$ cat src/rtl/vobc_pkg.sv
/*
 Constants, types and register map of the capacitor bank switching control.
 Assumes a 50 MHz core clock and an AXI4-Lite master with 32-bit data.
*/
// What this block does
// - Enforce header blocks close pushbutton during interlock
// - Defeat header lets close pushbutton bypass interlock
// - Close jumper fitted: pushbutton drives close relay
// - Close jumper absent: timed close pulse instead
// - Trip jumper fitted: pushbutton drives trip relay
// - Trip jumper absent: timed trip pulse instead
// - Every trip restarts the safety interlock timer
// - Manual operation ignores override and voltage
// - Permit bit gates remote override on/off codes
// - Run enable starts or stops override machine
// - Mode changes only after region held past delay, or to REMOTE at once when run is off
// - Thresholds are integers in tenths of volts
// - High voltage held: trip, enter TRIPPED mode
// - TRIPPED, below release held: enter REMOTE mode
// - CLOSED, above release held: enter REMOTE mode
// - Low voltage held: close unless interlock active, enter CLOSED mode
package vobc_pkg;

   // Timing
   localparam int unsigned CLK_PERIOD_NS = 20;
   localparam int unsigned MS_NS         = 1000000;
   localparam int unsigned CYC_PER_MS    = MS_NS / CLK_PERIOD_NS;

   // Register byte offsets
   localparam logic [7:0] ADDR_CTRL   = 8'h00;
   localparam logic [7:0] ADDR_SWDLY  = 8'h04;
   localparam logic [7:0] ADDR_THR0   = 8'h08;
   localparam logic [7:0] ADDR_IL_MS  = 8'h18;
   localparam logic [7:0] ADDR_CPULSE = 8'h1C;
   localparam logic [7:0] ADDR_TPULSE = 8'h20;
   localparam logic [7:0] ADDR_STATUS = 8'h24;
   localparam logic [7:0] ADDR_IRQ_ST = 8'h28;
   localparam logic [7:0] ADDR_IRQ_MK = 8'h2C;

   // Threshold indexes, four words from ADDR_THR0
   localparam int unsigned THR_TRIP  = 0;
   localparam int unsigned THR_TREL  = 1;
   localparam int unsigned THR_CREL  = 2;
   localparam int unsigned THR_CLOSE = 3;

   // Control fields
   localparam int unsigned CTRL_RUN_BIT    = 0;
   localparam int unsigned CTRL_PERMIT_BIT = 1;

   // Interrupt fields
   localparam int unsigned IRQ_W          = 5;
   localparam int unsigned IRQ_AUTO_TRIP  = 0;
   localparam int unsigned IRQ_AUTO_CLOSE = 1;
   localparam int unsigned IRQ_RELEASE    = 2;
   localparam int unsigned IRQ_REM_REJ    = 3;
   localparam int unsigned IRQ_CLOSE_BLK  = 4;

   // Reset values
   localparam logic        RST_RUN     = 1'b0;
   localparam logic        RST_PERMIT  = 1'b0;
   localparam logic [31:0] RST_SWDLY   = 32'h0000EA60;
   localparam logic [15:0] RST_TRIP    = 16'h04F6;
   localparam logic [15:0] RST_TREL    = 16'h04D8;
   localparam logic [15:0] RST_CREL    = 16'h04B0;
   localparam logic [15:0] RST_CLOSE   = 16'h0492;
   localparam logic [31:0] RST_IL_MS   = 32'h000493E0;
   localparam logic [15:0] RST_CPULSE  = 16'h0064;
   localparam logic [15:0] RST_TPULSE  = 16'h0064;

   // AXI responses
   localparam logic [1:0] RESP_OKAY   = 2'h0;
   localparam logic [1:0] RESP_SLVERR = 2'h2;

   typedef enum logic [1:0] {
      VOBC_REMOTE,
      VOBC_TRIPPED,
      VOBC_CLOSED
   } vobc_mode_t;

   typedef enum logic [1:0] {
      VOBC_RGN_NONE,
      VOBC_RGN_UP,
      VOBC_RGN_DOWN
   } vobc_rgn_t;

   // Remote command strobes, one cycle each
   typedef struct packed {
      logic trip;
      logic close;
      logic ovr_on;
      logic ovr_off;
   } vobc_rcmd_t;

   // Pushbuttons and jumpers, asynchronous levels
   localparam int unsigned PINS_W = 5;
   typedef struct packed {
      logic pb_close;
      logic pb_trip;
      logic interlock_select_header;
      logic local_close_source_select;
      logic local_trip_source_select;
   } vobc_pins_t;

endpackage : vobc_pkg

$ cat src/rtl/vobc_top.sv
/*
 Capacitor bank switching control: pushbutton routing, safety interlock,
 voltage override state machine, AXI4-Lite registers and interrupt.
 Assumes line voltage and remote strobes arrive on the core clock.
*/
// Our own choices: the AXI4-Lite slave port and the address map.
`timescale 1ns/1ns
`default_nettype none
module vobc_top #(
   parameter int unsigned P_CYC_PER_MS = vobc_pkg::CYC_PER_MS
) (
   // Clock and reset
   input  wire logic                 i_core_clk,
   input  wire logic                 i_rst,
   // AXI4-Lite slave
   input  wire logic [7:0]           i_axi_awaddr,
   input  wire logic                 i_axi_awvalid,
   output var  logic                 o_axi_awready,
   input  wire logic [31:0]          i_axi_wdata,
   input  wire logic [3:0]           i_axi_wstrb,
   input  wire logic                 i_axi_wvalid,
   output var  logic                 o_axi_wready,
   output var  logic [1:0]           o_axi_bresp,
   output var  logic                 o_axi_bvalid,
   input  wire logic                 i_axi_bready,
   input  wire logic [7:0]           i_axi_araddr,
   input  wire logic                 i_axi_arvalid,
   output var  logic                 o_axi_arready,
   output var  logic [31:0]          o_axi_rdata,
   output var  logic [1:0]           o_axi_rresp,
   output var  logic                 o_axi_rvalid,
   input  wire logic                 i_axi_rready,
   // Pins and measurements
   input  wire vobc_pkg::vobc_pins_t i_pins,
   input  wire logic [15:0]          i_line_volt,
   input  wire vobc_pkg::vobc_rcmd_t i_rcmd,
   // Relay drive and status
   output var  logic                 o_close_relay,
   output var  logic                 o_trip_relay,
   output var  vobc_pkg::vobc_mode_t o_mode,
   output var  logic                 o_irq
);
   import vobc_pkg::*;

   function automatic logic [31:0] merge(input logic [31:0] old, input logic [31:0] nw,
                                         input logic [3:0] strb);
      logic [31:0] r;
      r = old;
      for (int b = 0; b < 4; b++) begin
         if (strb[b]) begin
            r[8*b +: 8] = nw[8*b +: 8];
         end
      end
      return r;
   endfunction : merge

   ////////////////////////////////////////////////////////////////////////////////
   // Pin synchronisers
   vobc_pins_t pins_s;
   logic       pb_close_d_reg;
   logic       pb_trip_d_reg;

   vobc_sync #(.W(PINS_W)) u_sync (
      .i_core_clk (i_core_clk),
      .i_rst      (i_rst),
      .i_d        (i_pins),
      .o_q        (pins_s)
   );

   ////////////////////////////////////////////////////////////////////////////////
   // AXI4-Lite handshakes
   logic        awready_reg, wready_reg, bvalid_reg, arready_reg, rvalid_reg;
   logic        aw_got_reg, w_got_reg;
   logic [7:0]  awaddr_reg;
   logic [31:0] wdata_reg, rdata_reg;
   logic [3:0]  wstrb_reg;
   logic [1:0]  bresp_reg, rresp_reg;

   wire         aw_hs   = i_axi_awvalid & awready_reg;
   wire         w_hs    = i_axi_wvalid & wready_reg;
   wire         ar_hs   = i_axi_arvalid & arready_reg;
   wire         aw_have = aw_got_reg | aw_hs;
   wire         w_have  = w_got_reg | w_hs;
   wire         do_wr   = aw_have & w_have;
   wire [7:0]   wr_addr = aw_hs ? i_axi_awaddr : awaddr_reg;
   wire [31:0]  wr_data = w_hs ? i_axi_wdata : wdata_reg;
   wire [3:0]   wr_strb = w_hs ? i_axi_wstrb : wstrb_reg;
   wire         aw_got_next = aw_have & ~do_wr;
   wire         w_got_next  = w_have & ~do_wr;
   wire         bvalid_next = do_wr | (bvalid_reg & ~i_axi_bready);
   wire         rvalid_next = ar_hs | (rvalid_reg & ~i_axi_rready);

   ////////////////////////////////////////////////////////////////////////////////
   // Register file
   logic              run_reg, permit_reg;
   logic [31:0]       swdly_reg, il_ms_reg;
   logic [15:0]       thr_reg [0:3];
   logic [15:0]       cpulse_ms_reg, tpulse_ms_reg;
   logic [IRQ_W-1:0]  irq_stat_reg, irq_mask_reg;
   logic [3:0]        wr_thr;

   wire wr_ctrl   = do_wr & (wr_addr == ADDR_CTRL) & wr_strb[0];
   wire wr_swdly  = do_wr & (wr_addr == ADDR_SWDLY);
   wire wr_il     = do_wr & (wr_addr == ADDR_IL_MS);
   wire wr_cpulse = do_wr & (wr_addr == ADDR_CPULSE);
   wire wr_tpulse = do_wr & (wr_addr == ADDR_TPULSE);
   wire wr_irq_st = do_wr & (wr_addr == ADDR_IRQ_ST) & wr_strb[0];
   wire wr_irq_mk = do_wr & (wr_addr == ADDR_IRQ_MK) & wr_strb[0];
   wire wr_hit    = wr_ctrl | wr_swdly | wr_il | wr_cpulse | wr_tpulse | wr_irq_st
                  | wr_irq_mk | (|wr_thr) | (do_wr & ~(|wr_strb));

   always_comb begin
      for (int i = 0; i < 4; i++) begin
         wr_thr[i] = do_wr & (wr_addr == ADDR_THR0 + 8'(4 * i));
      end
   end

   // Remote override codes
   wire rem_on   = i_rcmd.ovr_on & permit_reg;
   wire rem_off  = i_rcmd.ovr_off & permit_reg;
   wire run_next = wr_ctrl ? wr_data[CTRL_RUN_BIT] : rem_on ? 1'b1 : rem_off ? 1'b0 : run_reg;

   always_ff @(posedge i_core_clk or posedge i_rst) begin
      if (i_rst) begin
         run_reg              <= RST_RUN;
         permit_reg           <= RST_PERMIT;
         swdly_reg            <= RST_SWDLY;
         il_ms_reg            <= RST_IL_MS;
         cpulse_ms_reg        <= RST_CPULSE;
         tpulse_ms_reg        <= RST_TPULSE;
         irq_mask_reg         <= '0;
         thr_reg[THR_TRIP]    <= RST_TRIP;
         thr_reg[THR_TREL]    <= RST_TREL;
         thr_reg[THR_CREL]    <= RST_CREL;
         thr_reg[THR_CLOSE]   <= RST_CLOSE;
      end else begin
         run_reg <= run_next;
         if (wr_ctrl) permit_reg <= wr_data[CTRL_PERMIT_BIT];
         if (wr_swdly) swdly_reg <= merge(swdly_reg, wr_data, wr_strb);
         if (wr_il) il_ms_reg <= merge(il_ms_reg, wr_data, wr_strb);
         if (wr_cpulse) cpulse_ms_reg <= 16'(merge(32'(cpulse_ms_reg), wr_data, wr_strb));
         if (wr_tpulse) tpulse_ms_reg <= 16'(merge(32'(tpulse_ms_reg), wr_data, wr_strb));
         if (wr_irq_mk) irq_mask_reg <= wr_data[IRQ_W-1:0];
         for (int i = 0; i < 4; i++) begin
            if (wr_thr[i]) thr_reg[i] <= 16'(merge(32'(thr_reg[i]), wr_data, wr_strb));
         end
      end
   end

   ////////////////////////////////////////////////////////////////////////////////
   // Millisecond tick
   logic [15:0] tick_cnt_reg;
   wire         ms_tick = (tick_cnt_reg == 16'(P_CYC_PER_MS - 1));

   always_ff @(posedge i_core_clk or posedge i_rst) begin
      if (i_rst) tick_cnt_reg <= '0;
      else tick_cnt_reg <= ms_tick ? 16'h0000 : tick_cnt_reg + 16'h0001;
   end

   ////////////////////////////////////////////////////////////////////////////////
   // Voltage override state machine
   vobc_mode_t  mode_reg, mode_next;
   vobc_rgn_t   rgn, rgn_reg;
   logic [31:0] dly_cnt_reg;

   wire above_trip  = i_line_volt > thr_reg[THR_TRIP];
   wire below_trel  = i_line_volt < thr_reg[THR_TREL];
   wire above_crel  = i_line_volt > thr_reg[THR_CREL];
   wire below_close = i_line_volt < thr_reg[THR_CLOSE];
   wire expire      = (rgn != VOBC_RGN_NONE) & (rgn == rgn_reg) & (dly_cnt_reg > swdly_reg);

   always_comb begin
      rgn       = VOBC_RGN_NONE;
      mode_next = mode_reg;
      unique case (mode_reg)
         VOBC_REMOTE: begin
            rgn = above_trip ? VOBC_RGN_UP : below_close ? VOBC_RGN_DOWN : VOBC_RGN_NONE;
            if (expire && rgn == VOBC_RGN_UP) mode_next = VOBC_TRIPPED;
            if (expire && rgn == VOBC_RGN_DOWN) mode_next = VOBC_CLOSED;
         end
         VOBC_TRIPPED: begin
            rgn = below_trel ? VOBC_RGN_DOWN : VOBC_RGN_NONE;
            if (expire) mode_next = VOBC_REMOTE;
         end
         VOBC_CLOSED: begin
            rgn = above_crel ? VOBC_RGN_UP : VOBC_RGN_NONE;
            if (expire) mode_next = VOBC_REMOTE;
         end
         default: mode_next = VOBC_REMOTE;
      endcase
      if (!run_reg) begin
         rgn       = VOBC_RGN_NONE;
         mode_next = VOBC_REMOTE;
      end
   end

   wire        tmr_clr  = (rgn != rgn_reg) | (rgn == VOBC_RGN_NONE) | (mode_next != mode_reg);
   wire        auto_trip  = run_reg & (mode_reg == VOBC_REMOTE) & (mode_next == VOBC_TRIPPED);
   wire        auto_close = run_reg & (mode_reg == VOBC_REMOTE) & (mode_next == VOBC_CLOSED);

   always_ff @(posedge i_core_clk or posedge i_rst) begin
      if (i_rst) begin
         mode_reg    <= VOBC_REMOTE;
         rgn_reg     <= VOBC_RGN_NONE;
         dly_cnt_reg <= '0;
      end else begin
         mode_reg <= mode_next;
         rgn_reg  <= rgn;
         if (tmr_clr) dly_cnt_reg <= '0;
         else if (ms_tick && dly_cnt_reg != 32'hFFFFFFFF) dly_cnt_reg <= dly_cnt_reg + 32'h1;
      end
   end

   ////////////////////////////////////////////////////////////////////////////////
   // Relay command sources and interlock
   logic [31:0] il_cnt_reg;
   logic [15:0] close_cnt_reg, trip_cnt_reg;

   wire il_active    = il_cnt_reg != 32'h0;
   wire pb_close_blk = il_active & pins_s.interlock_select_header;
   wire close_fit    = pins_s.local_close_source_select;
   wire trip_fit     = pins_s.local_trip_source_select;
   wire pb_close_rise = pins_s.pb_close & ~pb_close_d_reg;
   wire pb_trip_rise  = pins_s.pb_trip & ~pb_trip_d_reg;
   wire rem_ok       = mode_reg == VOBC_REMOTE;
   wire rem_trip     = i_rcmd.trip & rem_ok;
   wire rem_close    = i_rcmd.close & rem_ok & ~il_active;
   wire close_load   = (~close_fit & pb_close_rise & ~pb_close_blk)
                     | rem_close | (auto_close & ~il_active);
   wire trip_load    = (~trip_fit & pb_trip_rise) | rem_trip | auto_trip;

   wire [15:0] close_cnt_next = close_load ? cpulse_ms_reg :
                 (ms_tick && close_cnt_reg != 16'h0) ? close_cnt_reg - 16'h1 : close_cnt_reg;
   wire [15:0] trip_cnt_next  = trip_load ? tpulse_ms_reg :
                 (ms_tick && trip_cnt_reg != 16'h0) ? trip_cnt_reg - 16'h1 : trip_cnt_reg;
   wire close_next = (close_fit & pins_s.pb_close & ~pb_close_blk)
                   | (close_cnt_next != 16'h0);
   wire trip_next  = (trip_fit & pins_s.pb_trip) | (trip_cnt_next != 16'h0);
   wire [31:0] il_cnt_next = trip_next ? il_ms_reg :
                 (ms_tick && il_active) ? il_cnt_reg - 32'h1 : il_cnt_reg;

   always_ff @(posedge i_core_clk or posedge i_rst) begin
      if (i_rst) begin
         pb_close_d_reg <= 1'b0;
         pb_trip_d_reg  <= 1'b0;
         close_cnt_reg  <= '0;
         trip_cnt_reg   <= '0;
         il_cnt_reg     <= '0;
         o_close_relay  <= 1'b0;
         o_trip_relay   <= 1'b0;
      end else begin
         pb_close_d_reg <= pins_s.pb_close;
         pb_trip_d_reg  <= pins_s.pb_trip;
         close_cnt_reg  <= close_cnt_next;
         trip_cnt_reg   <= trip_cnt_next;
         il_cnt_reg     <= il_cnt_next;
         o_close_relay  <= close_next;
         o_trip_relay   <= trip_next;
      end
   end

   ////////////////////////////////////////////////////////////////////////////////
   // Interrupts
   logic [IRQ_W-1:0] irq_evt;
   always_comb begin
      irq_evt                 = '0;
      irq_evt[IRQ_AUTO_TRIP]  = auto_trip;
      irq_evt[IRQ_AUTO_CLOSE] = auto_close;
      irq_evt[IRQ_RELEASE]    = (mode_reg != VOBC_REMOTE) & (mode_next == VOBC_REMOTE);
      irq_evt[IRQ_REM_REJ]    = (i_rcmd.trip | i_rcmd.close) & ~rem_ok;
      irq_evt[IRQ_CLOSE_BLK]  = (auto_close & il_active) | (i_rcmd.close & rem_ok & il_active)
                              | (pb_close_rise & pb_close_blk);
   end
   wire [IRQ_W-1:0] irq_clr       = wr_irq_st ? wr_data[IRQ_W-1:0] : '0;
   wire [IRQ_W-1:0] irq_stat_next = (irq_stat_reg & ~irq_clr) | irq_evt;

   ////////////////////////////////////////////////////////////////////////////////
   // Read mux and bus outputs
   logic [31:0] rd_data;
   logic        rd_hit;
   always_comb begin
      rd_data = '0;
      rd_hit  = 1'b1;
      unique case (i_axi_araddr)
         ADDR_CTRL:      rd_data = {30'h0, permit_reg, run_reg};
         ADDR_SWDLY:     rd_data = swdly_reg;
         ADDR_THR0:      rd_data = {16'h0, thr_reg[THR_TRIP]};
         ADDR_THR0 + 8'h04: rd_data = {16'h0, thr_reg[THR_TREL]};
         ADDR_THR0 + 8'h08: rd_data = {16'h0, thr_reg[THR_CREL]};
         ADDR_THR0 + 8'h0C: rd_data = {16'h0, thr_reg[THR_CLOSE]};
         ADDR_IL_MS:     rd_data = il_ms_reg;
         ADDR_CPULSE:    rd_data = {16'h0, cpulse_ms_reg};
         ADDR_TPULSE:    rd_data = {16'h0, tpulse_ms_reg};
         ADDR_STATUS:    rd_data = {26'h0, run_reg, o_trip_relay, o_close_relay, il_active, mode_reg};
         ADDR_IRQ_ST:    rd_data = {27'h0, irq_stat_reg};
         ADDR_IRQ_MK:    rd_data = {27'h0, irq_mask_reg};
         default:        rd_hit  = 1'b0;
      endcase
   end

   always_ff @(posedge i_core_clk or posedge i_rst) begin
      if (i_rst) begin
         awready_reg  <= 1'b0;
         wready_reg   <= 1'b0;
         arready_reg  <= 1'b0;
         aw_got_reg   <= 1'b0;
         w_got_reg    <= 1'b0;
         bvalid_reg   <= 1'b0;
         rvalid_reg   <= 1'b0;
         awaddr_reg   <= '0;
         wdata_reg    <= '0;
         wstrb_reg    <= '0;
         bresp_reg    <= RESP_OKAY;
         rresp_reg    <= RESP_OKAY;
         rdata_reg    <= '0;
         irq_stat_reg <= '0;
         o_irq        <= 1'b0;
         o_mode       <= VOBC_REMOTE;
      end else begin
         awready_reg <= ~aw_got_next & ~bvalid_next;
         wready_reg  <= ~w_got_next & ~bvalid_next;
         arready_reg <= ~rvalid_next;
         aw_got_reg  <= aw_got_next;
         w_got_reg   <= w_got_next;
         bvalid_reg  <= bvalid_next;
         rvalid_reg  <= rvalid_next;
         if (aw_hs) awaddr_reg <= i_axi_awaddr;
         if (w_hs) wdata_reg <= i_axi_wdata;
         if (w_hs) wstrb_reg <= i_axi_wstrb;
         if (do_wr) bresp_reg <= wr_hit ? RESP_OKAY : RESP_SLVERR;
         if (ar_hs) rdata_reg <= rd_data;
         if (ar_hs) rresp_reg <= rd_hit ? RESP_OKAY : RESP_SLVERR;
         irq_stat_reg <= irq_stat_next;
         o_irq        <= |(irq_stat_next & irq_mask_reg);
         o_mode       <= mode_next;
      end
   end

   assign o_axi_awready = awready_reg;
   assign o_axi_wready  = wready_reg;
   assign o_axi_bvalid  = bvalid_reg;
   assign o_axi_bresp   = bresp_reg;
   assign o_axi_arready = arready_reg;
   assign o_axi_rvalid  = rvalid_reg;
   assign o_axi_rdata   = rdata_reg;
   assign o_axi_rresp   = rresp_reg;
endmodule : vobc_top
`default_nettype wire

$ cat src/rtl/vobc_sync.sv
/*
 Two flip-flop level synchroniser.
 Assumes inputs are slow levels from pins.
*/
`timescale 1ns/1ns
`default_nettype none
module vobc_sync #(
   parameter int unsigned W = 1
) (
   // Clock and reset
   input  wire logic         i_core_clk,
   input  wire logic         i_rst,
   // Levels
   input  wire logic [W-1:0] i_d,
   output var  logic [W-1:0] o_q
);
   logic [W-1:0] s1_reg;
   logic [W-1:0] s2_reg;

   always_ff @(posedge i_core_clk or posedge i_rst) begin
      if (i_rst) begin
         s1_reg <= '0;
         s2_reg <= '0;
      end else begin
         s1_reg <= i_d;
         s2_reg <= s1_reg;
      end
   end

   assign o_q = s2_reg;
endmodule : vobc_sync
`default_nettype wire

$ cat config.mk
export PLATFORM = sky130hd
export DESIGN_NAME = vobc_top
export DESIGN_NICKNAME = d
export VERILOG_FILES = /design/src/rtl/vobc_pkg.sv /design/src/rtl/vobc_top.sv /design/src/rtl/vobc_sync.sv
export SDC_FILE = /design/constraint.sdc
export NUM_CORES = 1
export LEC_CHECK = 0
export BUFFER_PORTS_ARGS = -buffer_cell sky130_fd_sc_hd__buf_2
export CAP_MARGIN = 5
export CORE_UTILIZATION = 45
export CTS_BUF_LIST = sky130_fd_sc_hd__clkbuf_4
export DETAILED_ROUTE_END_ITERATION = 8
export HOLD_SLACK_MARGIN = 0.06
export PLACE_DENSITY_LB_ADDON = 0.08
export SLEW_MARGIN = 5
export SYNTH_ARGS = -nofsm -noshare
export SYNTH_HDL_FRONTEND = slang
export SYNTH_HIERARCHICAL = 1
export SYNTH_SLANG_ARGS = --single-unit
$ cat constraint.sdc
create_clock -name i_core_clk -period 15.8 [get_ports i_core_clk]
set_input_delay 0.79 -clock i_core_clk [delete_from_list [all_inputs] [get_ports i_core_clk]]
set_output_delay 0.79 -clock i_core_clk [all_outputs]
set_load 0.02 [all_outputs]
== Yosys cells after proc, flatten, opt, wreduce, memory -nomap -nowiden ==
Index checks and enable logic that the tools add are counted.

* Bits in registers: 390
* Bits of input ports: 84

* Eq/ne operators: 32
* Bitwise operators: 92
* Add/sub/neg operators: 5
* Reduce and logical (&&, ||, !) cells: 46
* Magnitude comparators: 5
* Multiplexer cells: 31

{| class="wikitable"
|+ Operator list
! cell !! count
|-
| one-hot mux 32 bit (12 select lines) || 1
|-
| two-way mux 32 bit || 5
|-
| two-way mux 16 bit || 5
|-
| == test 8 x 5 -> 1 bit, second input constant || 8
|-
| nonzero test 16 bit || 4
|-
| == test 8 x 6 -> 1 bit, second input constant || 7
|-
| bitwise AND 1 bit || 50
|-
| AND reduction 2 bit || 20
|-
| adder 32 x 1 -> 32 bit, second input constant || 1
|-
| == test 8 x 4 -> 1 bit, second input constant || 4
|-
| greater-than comparator 16 bit || 2
|-
| greater-than comparator 32 bit || 1
|-
| < comparator 16 bit || 2
|-
| inequality test 32 bit, second input constant || 1
|-
| nonzero test 32 bit || 1
|-
| subtractor 16 x 1 -> 16 bit, second input constant || 2
|-
| subtractor 32 x 1 -> 32 bit, second input constant || 1
|-
| OR 1 bit || 23
|-
| two-way mux 2 bit || 10
|-
| adder 16 x 1 -> 16 bit, second input constant || 1
|-
| == test 16 bit, second input constant || 1
|-
| == test 8 x 3 -> 1 bit, second input constant || 2
|-
| logical NOT 8 bit || 2
|-
| inverter 1 bit || 15
|-
| 21 further kinds || 42
|}

== Longest topological paths before layout ==
Gate-level depths: netlist of the first run.

* Depth after elaboration: 21
* Depth in mapped cells: 16
* Gate-level depth less buffers: 14

== By module ==
The synthesis of the first run kept the hierarchy.

{| class="wikitable"
|+ Modules (own cells, without submodules)
! module !! times used !! area each (um^2) !! cells an instance !! seq. area each (um^2)
|-
| vobc_top || 1 || 19921.6 || 2073 || 9510.4
|-
| vobc_sync || 1 || 254.0 || 11 || 250.2
|}

== Worst setup path after synthesis of the first run ==
Ideal clock, no wire load.

* Path type: in2reg
* From: in i_line_volt[11]
* To: reg il_cnt_reg[10]
* Arrival time: 4.128 ns
* Buffers on the path: 1
* Setup slack: 11.547 ns
* Stages: 14
* Path through: ha_1 nand4_1 or4_1 a21o_1 a31oi_1 a31oi_1 or3b_1 o21a_1 mux2i_1 nor2_1 o31ai_4 mux2i_4 buf_6 mux2_4

* Cells in the longest elaborated chain, start to end: 20
* Elaborated cells on any way between the ends: 31
* Classes of those cells: 4 x order compare; 4 x eq/ne; 13 x mux; 5 x bitwise; 5 x reduce/logical

{| class="wikitable"
|+ RTL lines
! item !! line !! RTL
|-
| start, declared || vobc_top.sv:35 || <nowiki>input wire logic [15:0] i_line_volt,</nowiki>
|-
| < comparator 16 bit || vobc_top.sv:169 || <nowiki>wire below_close = i_line_volt < thr_reg[THR_CLOSE];</nowiki>
|-
| two-way mux 2 bit (2 in a row) || vobc_top.sv:177 || <nowiki>rgn = above_trip ? VOBC_RGN_UP : below_close ? VOBC_RGN_DOWN : VOBC_RGN_NONE;</nowiki>
|-
| one-hot mux 2 bit (3 select lines) || vobc_top.sv:175 || <nowiki>unique case (mode_reg)</nowiki>
|-
| two-way mux 2 bit || vobc_top.sv:191 || <nowiki>if (!run_reg) begin</nowiki>
|-
| == test 2 bit / nonzero test 2 bit (equally long branches) || vobc_top.sv:170 || <nowiki>wire expire = (rgn != VOBC_RGN_NONE) & (rgn == rgn_reg) & (dly_cnt_reg > swdly_reg);</nowiki>
|-
| bitwise AND 1 bit (2 in a row) || vobc_top.sv:170 ||
|-
| logical AND 1 bit || vobc_top.sv:178 || <nowiki>if (expire && rgn == VOBC_RGN_UP) mode_next = VOBC_TRIPPED;</nowiki>
|-
| two-way mux 2 bit || vobc_top.sv:178 ||
|-
| (+2 left out) || - ||
|-
| two-way mux 2 bit * || vobc_top.sv:191 ||
|-
| == test 2 x 1 -> 1 bit * || vobc_top.sv:198 || <nowiki>wire auto_trip = run_reg & (mode_reg == VOBC_REMOTE) & (mode_next == VOBC_TRIPPED);</nowiki>
|-
| bitwise AND 1 bit * || vobc_top.sv:198 ||
|-
| OR 1 bit * || vobc_top.sv:230 || <nowiki>wire trip_load = (~trip_fit & pb_trip_rise) | rem_trip | auto_trip;</nowiki>
|-
| two-way mux 16 bit * || vobc_top.sv:234 || <nowiki>wire [15:0] trip_cnt_next = trip_load ? tpulse_ms_reg :</nowiki>
|-
| nonzero test 16 bit * || vobc_top.sv:238 || <nowiki>wire trip_next = (trip_fit & pins_s.pb_trip) | (trip_cnt_next != 16'h0);</nowiki>
|-
| OR 1 bit * || vobc_top.sv:238 ||
|-
| two-way mux 32 bit / nonzero test 2 bit (equally long branches) || - ||
|-
| end signal, assigned || vobc_top.sv:256 || <nowiki>il_cnt_reg <= il_cnt_next;</nowiki>
|-
| end, declared || vobc_top.sv:216 || <nowiki>logic [31:0] il_cnt_reg;</nowiki>
|}

Mark *: on every way between the ends. The rest lies on a longest branch, timed or not.
A chain may end at the register's enable or synchronous reset.

== Worst setup path in the final report of the first run ==
* From: reg thr_reg[58] in the netlist's numbering
* To: reg il_cnt_reg[29]

* Cells in the longest elaborated chain, start to end: 19
* Elaborated cells on any way between the ends: 25
* Classes of those cells: 1 x order compare; 4 x eq/ne; 10 x mux; 5 x bitwise; 5 x reduce/logical

{| class="wikitable"
|+ RTL lines
! item !! line !! RTL
|-
| start, declared || vobc_top.sv:97 || <nowiki>logic [15:0] thr_reg [0:3];</nowiki>
|-
| start signal, assigned by index || vobc_top.sv:145 || <nowiki>if (wr_thr[i]) thr_reg[i] <= 16'(merge(32'(thr_reg[i]), wr_data, wr_strb));</nowiki>
|-
| greater-than comparator 16 bit * || vobc_top.sv:166 || <nowiki>wire above_trip = i_line_volt > thr_reg[THR_TRIP];</nowiki>
|-
| two-way mux 2 bit * || vobc_top.sv:177 ||
|-
| one-hot mux 2 bit (3 select lines) || vobc_top.sv:175 ||
|-
| two-way mux 2 bit || vobc_top.sv:191 ||
|-
| == test 2 bit / nonzero test 2 bit (equally long branches) || vobc_top.sv:170 ||
|-
| bitwise AND 1 bit (2 in a row) || vobc_top.sv:170 ||
|-
| logical AND 1 bit || vobc_top.sv:178 ||
|-
| two-way mux 2 bit || vobc_top.sv:178 ||
|-
| (+2 left out) || - ||
|-
| two-way mux 2 bit * || vobc_top.sv:191 ||
|-
| == test 2 x 1 -> 1 bit * || vobc_top.sv:198 ||
|-
| bitwise AND 1 bit * || vobc_top.sv:198 ||
|-
| OR 1 bit * || vobc_top.sv:230 ||
|-
| two-way mux 16 bit * || vobc_top.sv:234 ||
|-
| nonzero test 16 bit * || vobc_top.sv:238 ||
|-
| OR 1 bit * || vobc_top.sv:238 ||
|-
| two-way mux 32 bit / nonzero test 2 bit (equally long branches) || - ||
|}

Marks and branches as above.

==> qor.txt, run 1 <==
status -> finished clean
Final nets -> 2465
via count -> 16550
met3 Resource Use GR -> 4.716%
CP max stage cell -> nor4_1
drt first-iter violations -> 1159
Area Overhead vs Synth -> 13.48%
fin crit share -> 33.76%
vias per cell -> 5.598
htree depth -> 3
Min-Delay Path Class -> primary input to flip-flop
final cell count without fillers -> 2956
Clk pin slew, worst setup/hold paths -> 0.06 ns
DIE HEIGHT -> 213.7 um
Hold Vio Cnt, Final -> 0
CP startpoint -> thr_reg[58]
Post-Synthesis Cells -> 2084
global-route wire length before repair -> 95630 um
Final Util -> 51.77%
Final Skew -> 0.05781 ns
Synthesis Warnings -> 6
commonest non-fill, non-tap cell in the layout -> dfrtp_1
Area after DPL -> 21450 um^2
Die ar. -> 45680 um^2
CTS root buf -> clkbuf_4
EDFF count, synth -> 0
Max-Cap Viols -> 0
CTS tree -> done
most frequent cells in the layout -> dfrtp_1, nor2_1, a21oi_1, clkbuf_4, nand2_1
Critical Path Fanout Max -> 33
cell row count -> 77
Tot Pwr -> 3.823 mW
CTS Sinks -> 388
final wirelength -> 62680 um
setup slack after layout -> 10.47 ns
DP Worst Slack -> 10.17 ns
Non-Filler Cell Area, Final -> 22890 um^2
Synth cell types -> 78
Worst Setup End Kind -> flip-flop
hold slack final -> 0.1773 ns
vias in the first global route -> 16240
Startpoint Class -> flip-flop
share of the synthesized area in the top cell type -> 43.04%
Post-Synthesis Cell Area -> 20180 um^2
pwr/cell area -> 167.0 nW/um^2
Arr. time, crit path -> 6.01 ns
Synth area leaders -> dfrtp_1, ha_1, dfstp_2, nor2_1, a21oi_1
hold wc startpoint -> i_axi_bready
CP Cell Sequence -> inv_1 -> ha_1 -> nand4_1 -> nor4_1 -> nand4_1 -> a211oi_2 -> o211a_1 -> o31ai_1 -> a311oi_1 -> nor2_1 -> o31ai_4 -> buf_4 -> mux2i_4 -> buf_4 -> mux2_2
clk buf depth -> 3
Slew HR -> 15.21%
Seq cells post-synth -> 388
DP Wirelength -> 45820 um
# setup viols final -> 0
worst reg2reg startpoint -> thr_reg[58]
WL/cell -> 21.20 um
Fmax -> 0.1875 GHz
area leader, netlist -> dfrtp_1
Least-Margin Pin Slew -> 1.236 ns
sequential area share after synthesis -> 48.38%
DRC -> 0
Worst-Skew Late Latency -> 0.83 ns
met2 Use GR -> 44.12%
max reg flops -> 64
Synth Flop Type -> dfrtp_1
max-slew violation count -> 0
PostCTS Resize Cnt -> 0
Avg Inst Size Synth -> 9.681 um^2
FFs w/ async S/R, synth -> 100.0%
starting density of the core -> 45.62%
IO Pins -> 130
kind of critical path -> flip-flop to flip-flop
GR Layer Usage met1 -> 39.65%
Leakage -> 10.73 nW
core area -> 44220 um^2
Crit path buffers/inverters -> 3
Die W -> 213.7 um
Num CTS Buffers -> 106
setup_tns -> 0 ns
cell class contributing the biggest share of worst-path delay -> compound AO/OA/AOI/OAI gates
GP Congestion -> 0.9225
Req. time, crit path -> 16.48 ns
Routed Antenna Nets -> 0
GRT Total Usage -> 28.06%
VDD IR max -> 0.1436 mV
unrepaired setup endpoints after global routing -> false
grt peak-use layer -> met2
Largest stage delay, worst path -> 0.59 ns
initial antenna violation count -> 2
Placed Cells -> 2755
IO Port Bufs -> 127
Congestion Overflow GR -> 0
final worst path period need -> 5.334 ns
ratio of cells with drive above 1 in the final layout -> 18.71%
TritonRoute pass-1 iters -> 5
pin count of the biggest net entering global routing -> 129
==> path summary, 6_finish.rpt <==
| check | depth (start not counted) | slack, ns | to |
|---|---|---|---|
| setup / recovery | 15 | 10.47 | il_cnt_reg[29] |
| setup reg to reg | 15 | 10.47 | il_cnt_reg[29] |
| min in group asynchronous | 3 | 0.55 | u_sync/o_q[0] |
| max in group asynchronous | 5 | 12.74 | dly_cnt_reg[20] |
| hold reg to reg | 0 | 0.36 | u_sync/o_q[0] |
| hold / removal | 2 | 0.18 | o_axi_bvalid |
==> synth_stat cells, types with 11 or more instances <==
| library cell | instances |
|---|---|
| nor4_1 | 22 |
| a22o_1 | 24 |
| nand4_1 | 48 |
| nand3_1 | 38 |
| a221oi_1 | 16 |
| or4_1 | 17 |
| nand2b_1 | 11 |
| o21ai_0 | 115 |
| mux2_4 | 28 |
| xor2_1 | 52 |
| a31oi_1 | 13 |
| mux2_2 | 24 |
| nand2_1 | 170 |
| xnor2_1 | 46 |
| clkbuf_1 | 56 |
| mux2i_1 | 45 |
| a22oi_1 | 64 |
| inv_1 | 169 |
| ha_1 | 104 |
| nor2_1 | 253 |
| dfrtp_1 | 347 |
| dfstp_2 | 41 |
| a21oi_1 | 176 |
| nor3_1 | 44 |
| nor2b_1 | 11 |
==> report_power, final <==
part           internal, mW  total, mW  switching (mW)
registers              1.21       1.40           0.190
clock network         0.489      0.912           0.424
logic                 0.549       1.51           0.960
total                  2.25       3.82            1.57
==> area by class of cell <==
type                       count  area, um^2
clock inverter                22       90.09
antenna                        1       2.502
timing repair buffer         156       868.3
fill                        4224       21330
inverter                     169       641.9
clock buffer                 172        1291
multi-input combinational   1456        9499
sequential                   388        9761
tap                          592       740.7
==> layer usage <==
layer	vias to the layer above	wire length [um]
li1	7819	-
met1	8131	29140
met2	494	29070
met3	103	3125
met4	0	1345
met5	-	0
==> kinds of logic (layout without fill, tap and decap cells) <==
group | count (synthesis) | count (layout) | share of synthesized area (%)
xor gates and xnor gates | 98 | 98 | 4.254
buffers and inverters | 241 | 519 | 4.682
and+or+nand+nor | 675 | 675 | 15.65
DFF | 388 | 388 | 48.38
muxes | 102 | 102 | 5.991
adders and majority gates | 104 | 104 | 6.450
AOI/OAI and AO/OA | 475 | 475 | 14.58
other | 1 | 3 | 0.01859
==> timing repair <==
item | 4_1_cts | 5_1_grt
setup buffers | 0 | 0
endpoints found under the hold margin | 15 | 0
hold buffers | 6 | 0
setup endpoints to repair | 0 | 0
(Power assumes the default switching activity.)
==> inputs of run 2 (changes only) <==
- clock period: 15.8 -> 4.6 ns (I/O delays scaled with it)
==> run 2 against run 1 <==
Sequential cell count unchanged. Highest routed layer unchanged. Total power rose to 3.8 times the previous value. Critical path depth rose by 1. Clock skew fell by 0.013 ns. Sequential power rose to 3.4 times the previous value.
==> qor.txt, run 2 (synthesis gave the netlist of run 1 again) <==
status -> finished clean
cell class contributing the biggest share of worst-path delay -> simple AND/OR/NAND/NOR gates
Worst-Skew Late Latency -> 0.89 ns (+0.06 ns)
Startpoint Class -> flip-flop
pin count of the biggest net entering global routing -> 160 (+24%)
commonest non-fill, non-tap cell in the layout -> dfrtp_1
Worst Setup End Kind -> flip-flop
fin crit share -> 99.98% (+66 points)
CTS Sinks -> 388 (unchanged)
TritonRoute pass-1 iters -> 6 (+1)
clk buf depth -> 3 (unchanged)
kind of critical path -> flip-flop to flip-flop
fillers -> 4019 (-4.9%)
vias in the first global route -> 16570 (+2.0%)
Die ar. -> 45680 um^2 (unchanged)
final wirelength -> 64820 um (+3.4%)
Clk pin slew, worst setup/hold paths -> 0.07 ns (about the same)
DIE HEIGHT -> 213.7 um (unchanged)
CTS tree -> done
core area -> 44220 um^2 (unchanged)
GP Congestion -> 0.9231 (about the same)
IO Pins -> 130 (unchanged)
Hold Vio Cnt, Final -> 0 (unchanged)
hold slack final -> 0.1247 ns (-0.05266 ns)
met3 wire length -> 3751 um (+20%)
vias per cell -> 5.535 (-1.1%)
Final Skew -> 0.04529 ns (-0.01252 ns)
met1 wire length -> 29450 um (+1.1%)
Arr. time, crit path -> 5.34 ns (-0.67 ns)
IO Port Bufs -> 127 (unchanged)
max reg flops -> 64 (unchanged)
Req. time, crit path -> 5.34 ns (-11.14 ns)
max-slew violation count -> 0 (unchanged)
htree depth -> 3 (unchanged)
Min-Delay Path Class -> primary input to asynchronous set/reset pin
Tot Pwr -> 14.41 mW (+280%)
Max-Cap Viols -> 0 (unchanged)
Fmax -> 0.2174 GHz (+16%)
CP Cell Sequence -> inv_2 -> ha_4 -> nand4_1 -> or4_4 -> a21o_1 -> a31oi_4 -> a31oi_4 -> or3b_4 -> o21a_4 -> nor3_4 -> o22ai_4 -> o31ai_4 -> mux2i_4 -> clkbuf_16 -> buf_12 -> mux2_4
WL/cell -> 21.08 um (-0.59%)
VDD IR max -> 0.5523 mV (+280%)
Num CTS Buffers -> 109 (+2.8%)
drt first-iter violations -> 1353 (+17%)
via count -> 17020 (+2.9%)
Routed Antenna Nets -> 0 (unchanged)
# setup viols final -> 0 (unchanged)
CTS root buf -> clkbuf_4
GRT Total Usage -> 28.65% (+0.58 points)
Crit path buffers/inverters -> 3 (unchanged)
cell row count -> 77 (unchanged)
Area Overhead vs Synth -> 19.98%
initial antenna violation count -> 2 (unchanged)
Final nets -> 2571 (+4.3%)
DRC -> 0 (unchanged)
Area after DPL -> 21670 um^2 (+1.0%)
Slew HR -> 18.22% (+3.0 points)
Die W -> 213.7 um (unchanged)
unrepaired setup endpoints after global routing -> true
ratio of cells with drive above 1 in the final layout -> 20.26% (+1.6 points)
final worst path period need -> 4.599 ns (-0.7343 ns)
Least-Margin Pin Slew -> 1.225 ns (-0.01106 ns)
Final Util -> 54.74% (+3.0 points)
setup_tns -> 0 ns (unchanged)
Top Layer Used -> met4
wire length on met2 -> 30020 um (+3.3%)
Non-Filler Cell Area, Final -> 24210 um^2 (+5.7%)
Largest stage delay, worst path -> 0.59 ns (about the same)
Critical Path Fanout Max -> 8 (-76%)
Congestion Overflow GR -> 0 (unchanged)
Leakage -> 11.30 nW (+5.3%)
most frequent CP cell -> a31oi_4
pwr/cell area -> 595.3 nW/um^2 (+260%)
DP Wirelength -> 46260 um (+0.95%)
starting density of the core -> 45.62% (unchanged)
most frequent cells in the layout -> dfrtp_1, nor2_1, a21oi_1, clkbuf_4, nand2_1
global-route wire length before repair -> 97520 um (+2.0%)
CP max stage cell -> or4_4
## run 2: cell count changes in the layout (fill, tap and decap cells not counted), moves of 4 or more
cell           change
dlygate4sd3_1     +65
buf_4             +28
buf_12             +5
clkinv_1           +5
clkinv_2           +5
diode_2            +4
## run 2: final timing paths
| check | from | to | slack [ns] | cells past startpoint |
|---|---|---|---|---|
| hold reg to reg | u_sync/s1_reg[4] | u_sync/o_q[4] | 0.36 | 0 |
| hold / removal | i_rst | pb_close_d_reg | 0.12 | 4 |
| min in group i_core_clk | i_axi_awvalid | awaddr_reg[0] | 0.13 | 4 |
| max in group asynchronous | i_rst | dly_cnt_reg[11] | 3.62 | 4 |
| setup / recovery | thr_reg[26] | il_cnt_reg[8] | 0.0007 | 16 |
| setup reg to reg | thr_reg[26] | il_cnt_reg[8] | 0.0007 | 16 |
## run 2: tightest hold or removal path: stages
cell	delay [ns]
dlygate4sd3_1	0.53
buf_2	0.14
clkinvlp_4	0.14
buf_12	0.41
## run 2: per-stage QoR
| stage | setup slack (ns) | cells |
|---|---|---|
| final | 0.0007425 | 3075 |
| after global routing | -0.09706 | 3075 |
| after CTS | 0.08520 | 3055 |
| after detailed placement | 0.1269 | 2778 |
| after global placement | 0.2368 | 2778 |
| after floorplan | -0.6746 | 2085 |
## run 2: area by class of cell
class	count	area, um^2	area share, %
clock inverter	34	221.5	0.9149
tap	592	740.7	3.060
sequential	388	9761	40.32
multi-input combinational	1456	9620	39.74
clock buffer	172	1291	5.334
timing repair buffer	259	1921	7.934
antenna	5	12.51	0.05169
inverter	169	638.1	2.636
## run 2: where the power goes
part	internal, mW	total, mW	leakage [nW]	switching [mW]
sequential	4.16	4.82	5.06	0.657
clock	1.87	3.42	0.898	1.56
combinational	2.62	6.17	5.34	3.54
total	8.65	14.4	11.3	5.76
## run 2: layer usage
layer  up-vias  GRT usage [%]
li1       8021              -
met1      8332          40.02
met2       561          45.25
met3       106          5.141
met4         0          8.842
met5         -              0
## run 2: timing repair
item | in CTS | in global routing
setup endpoints to repair | 0 | 31
setup buffers | 0 | 13
gates resized for setup | 0 | 30
hold endpoints to repair | 594 | 0
hold buffers | 71 | 0
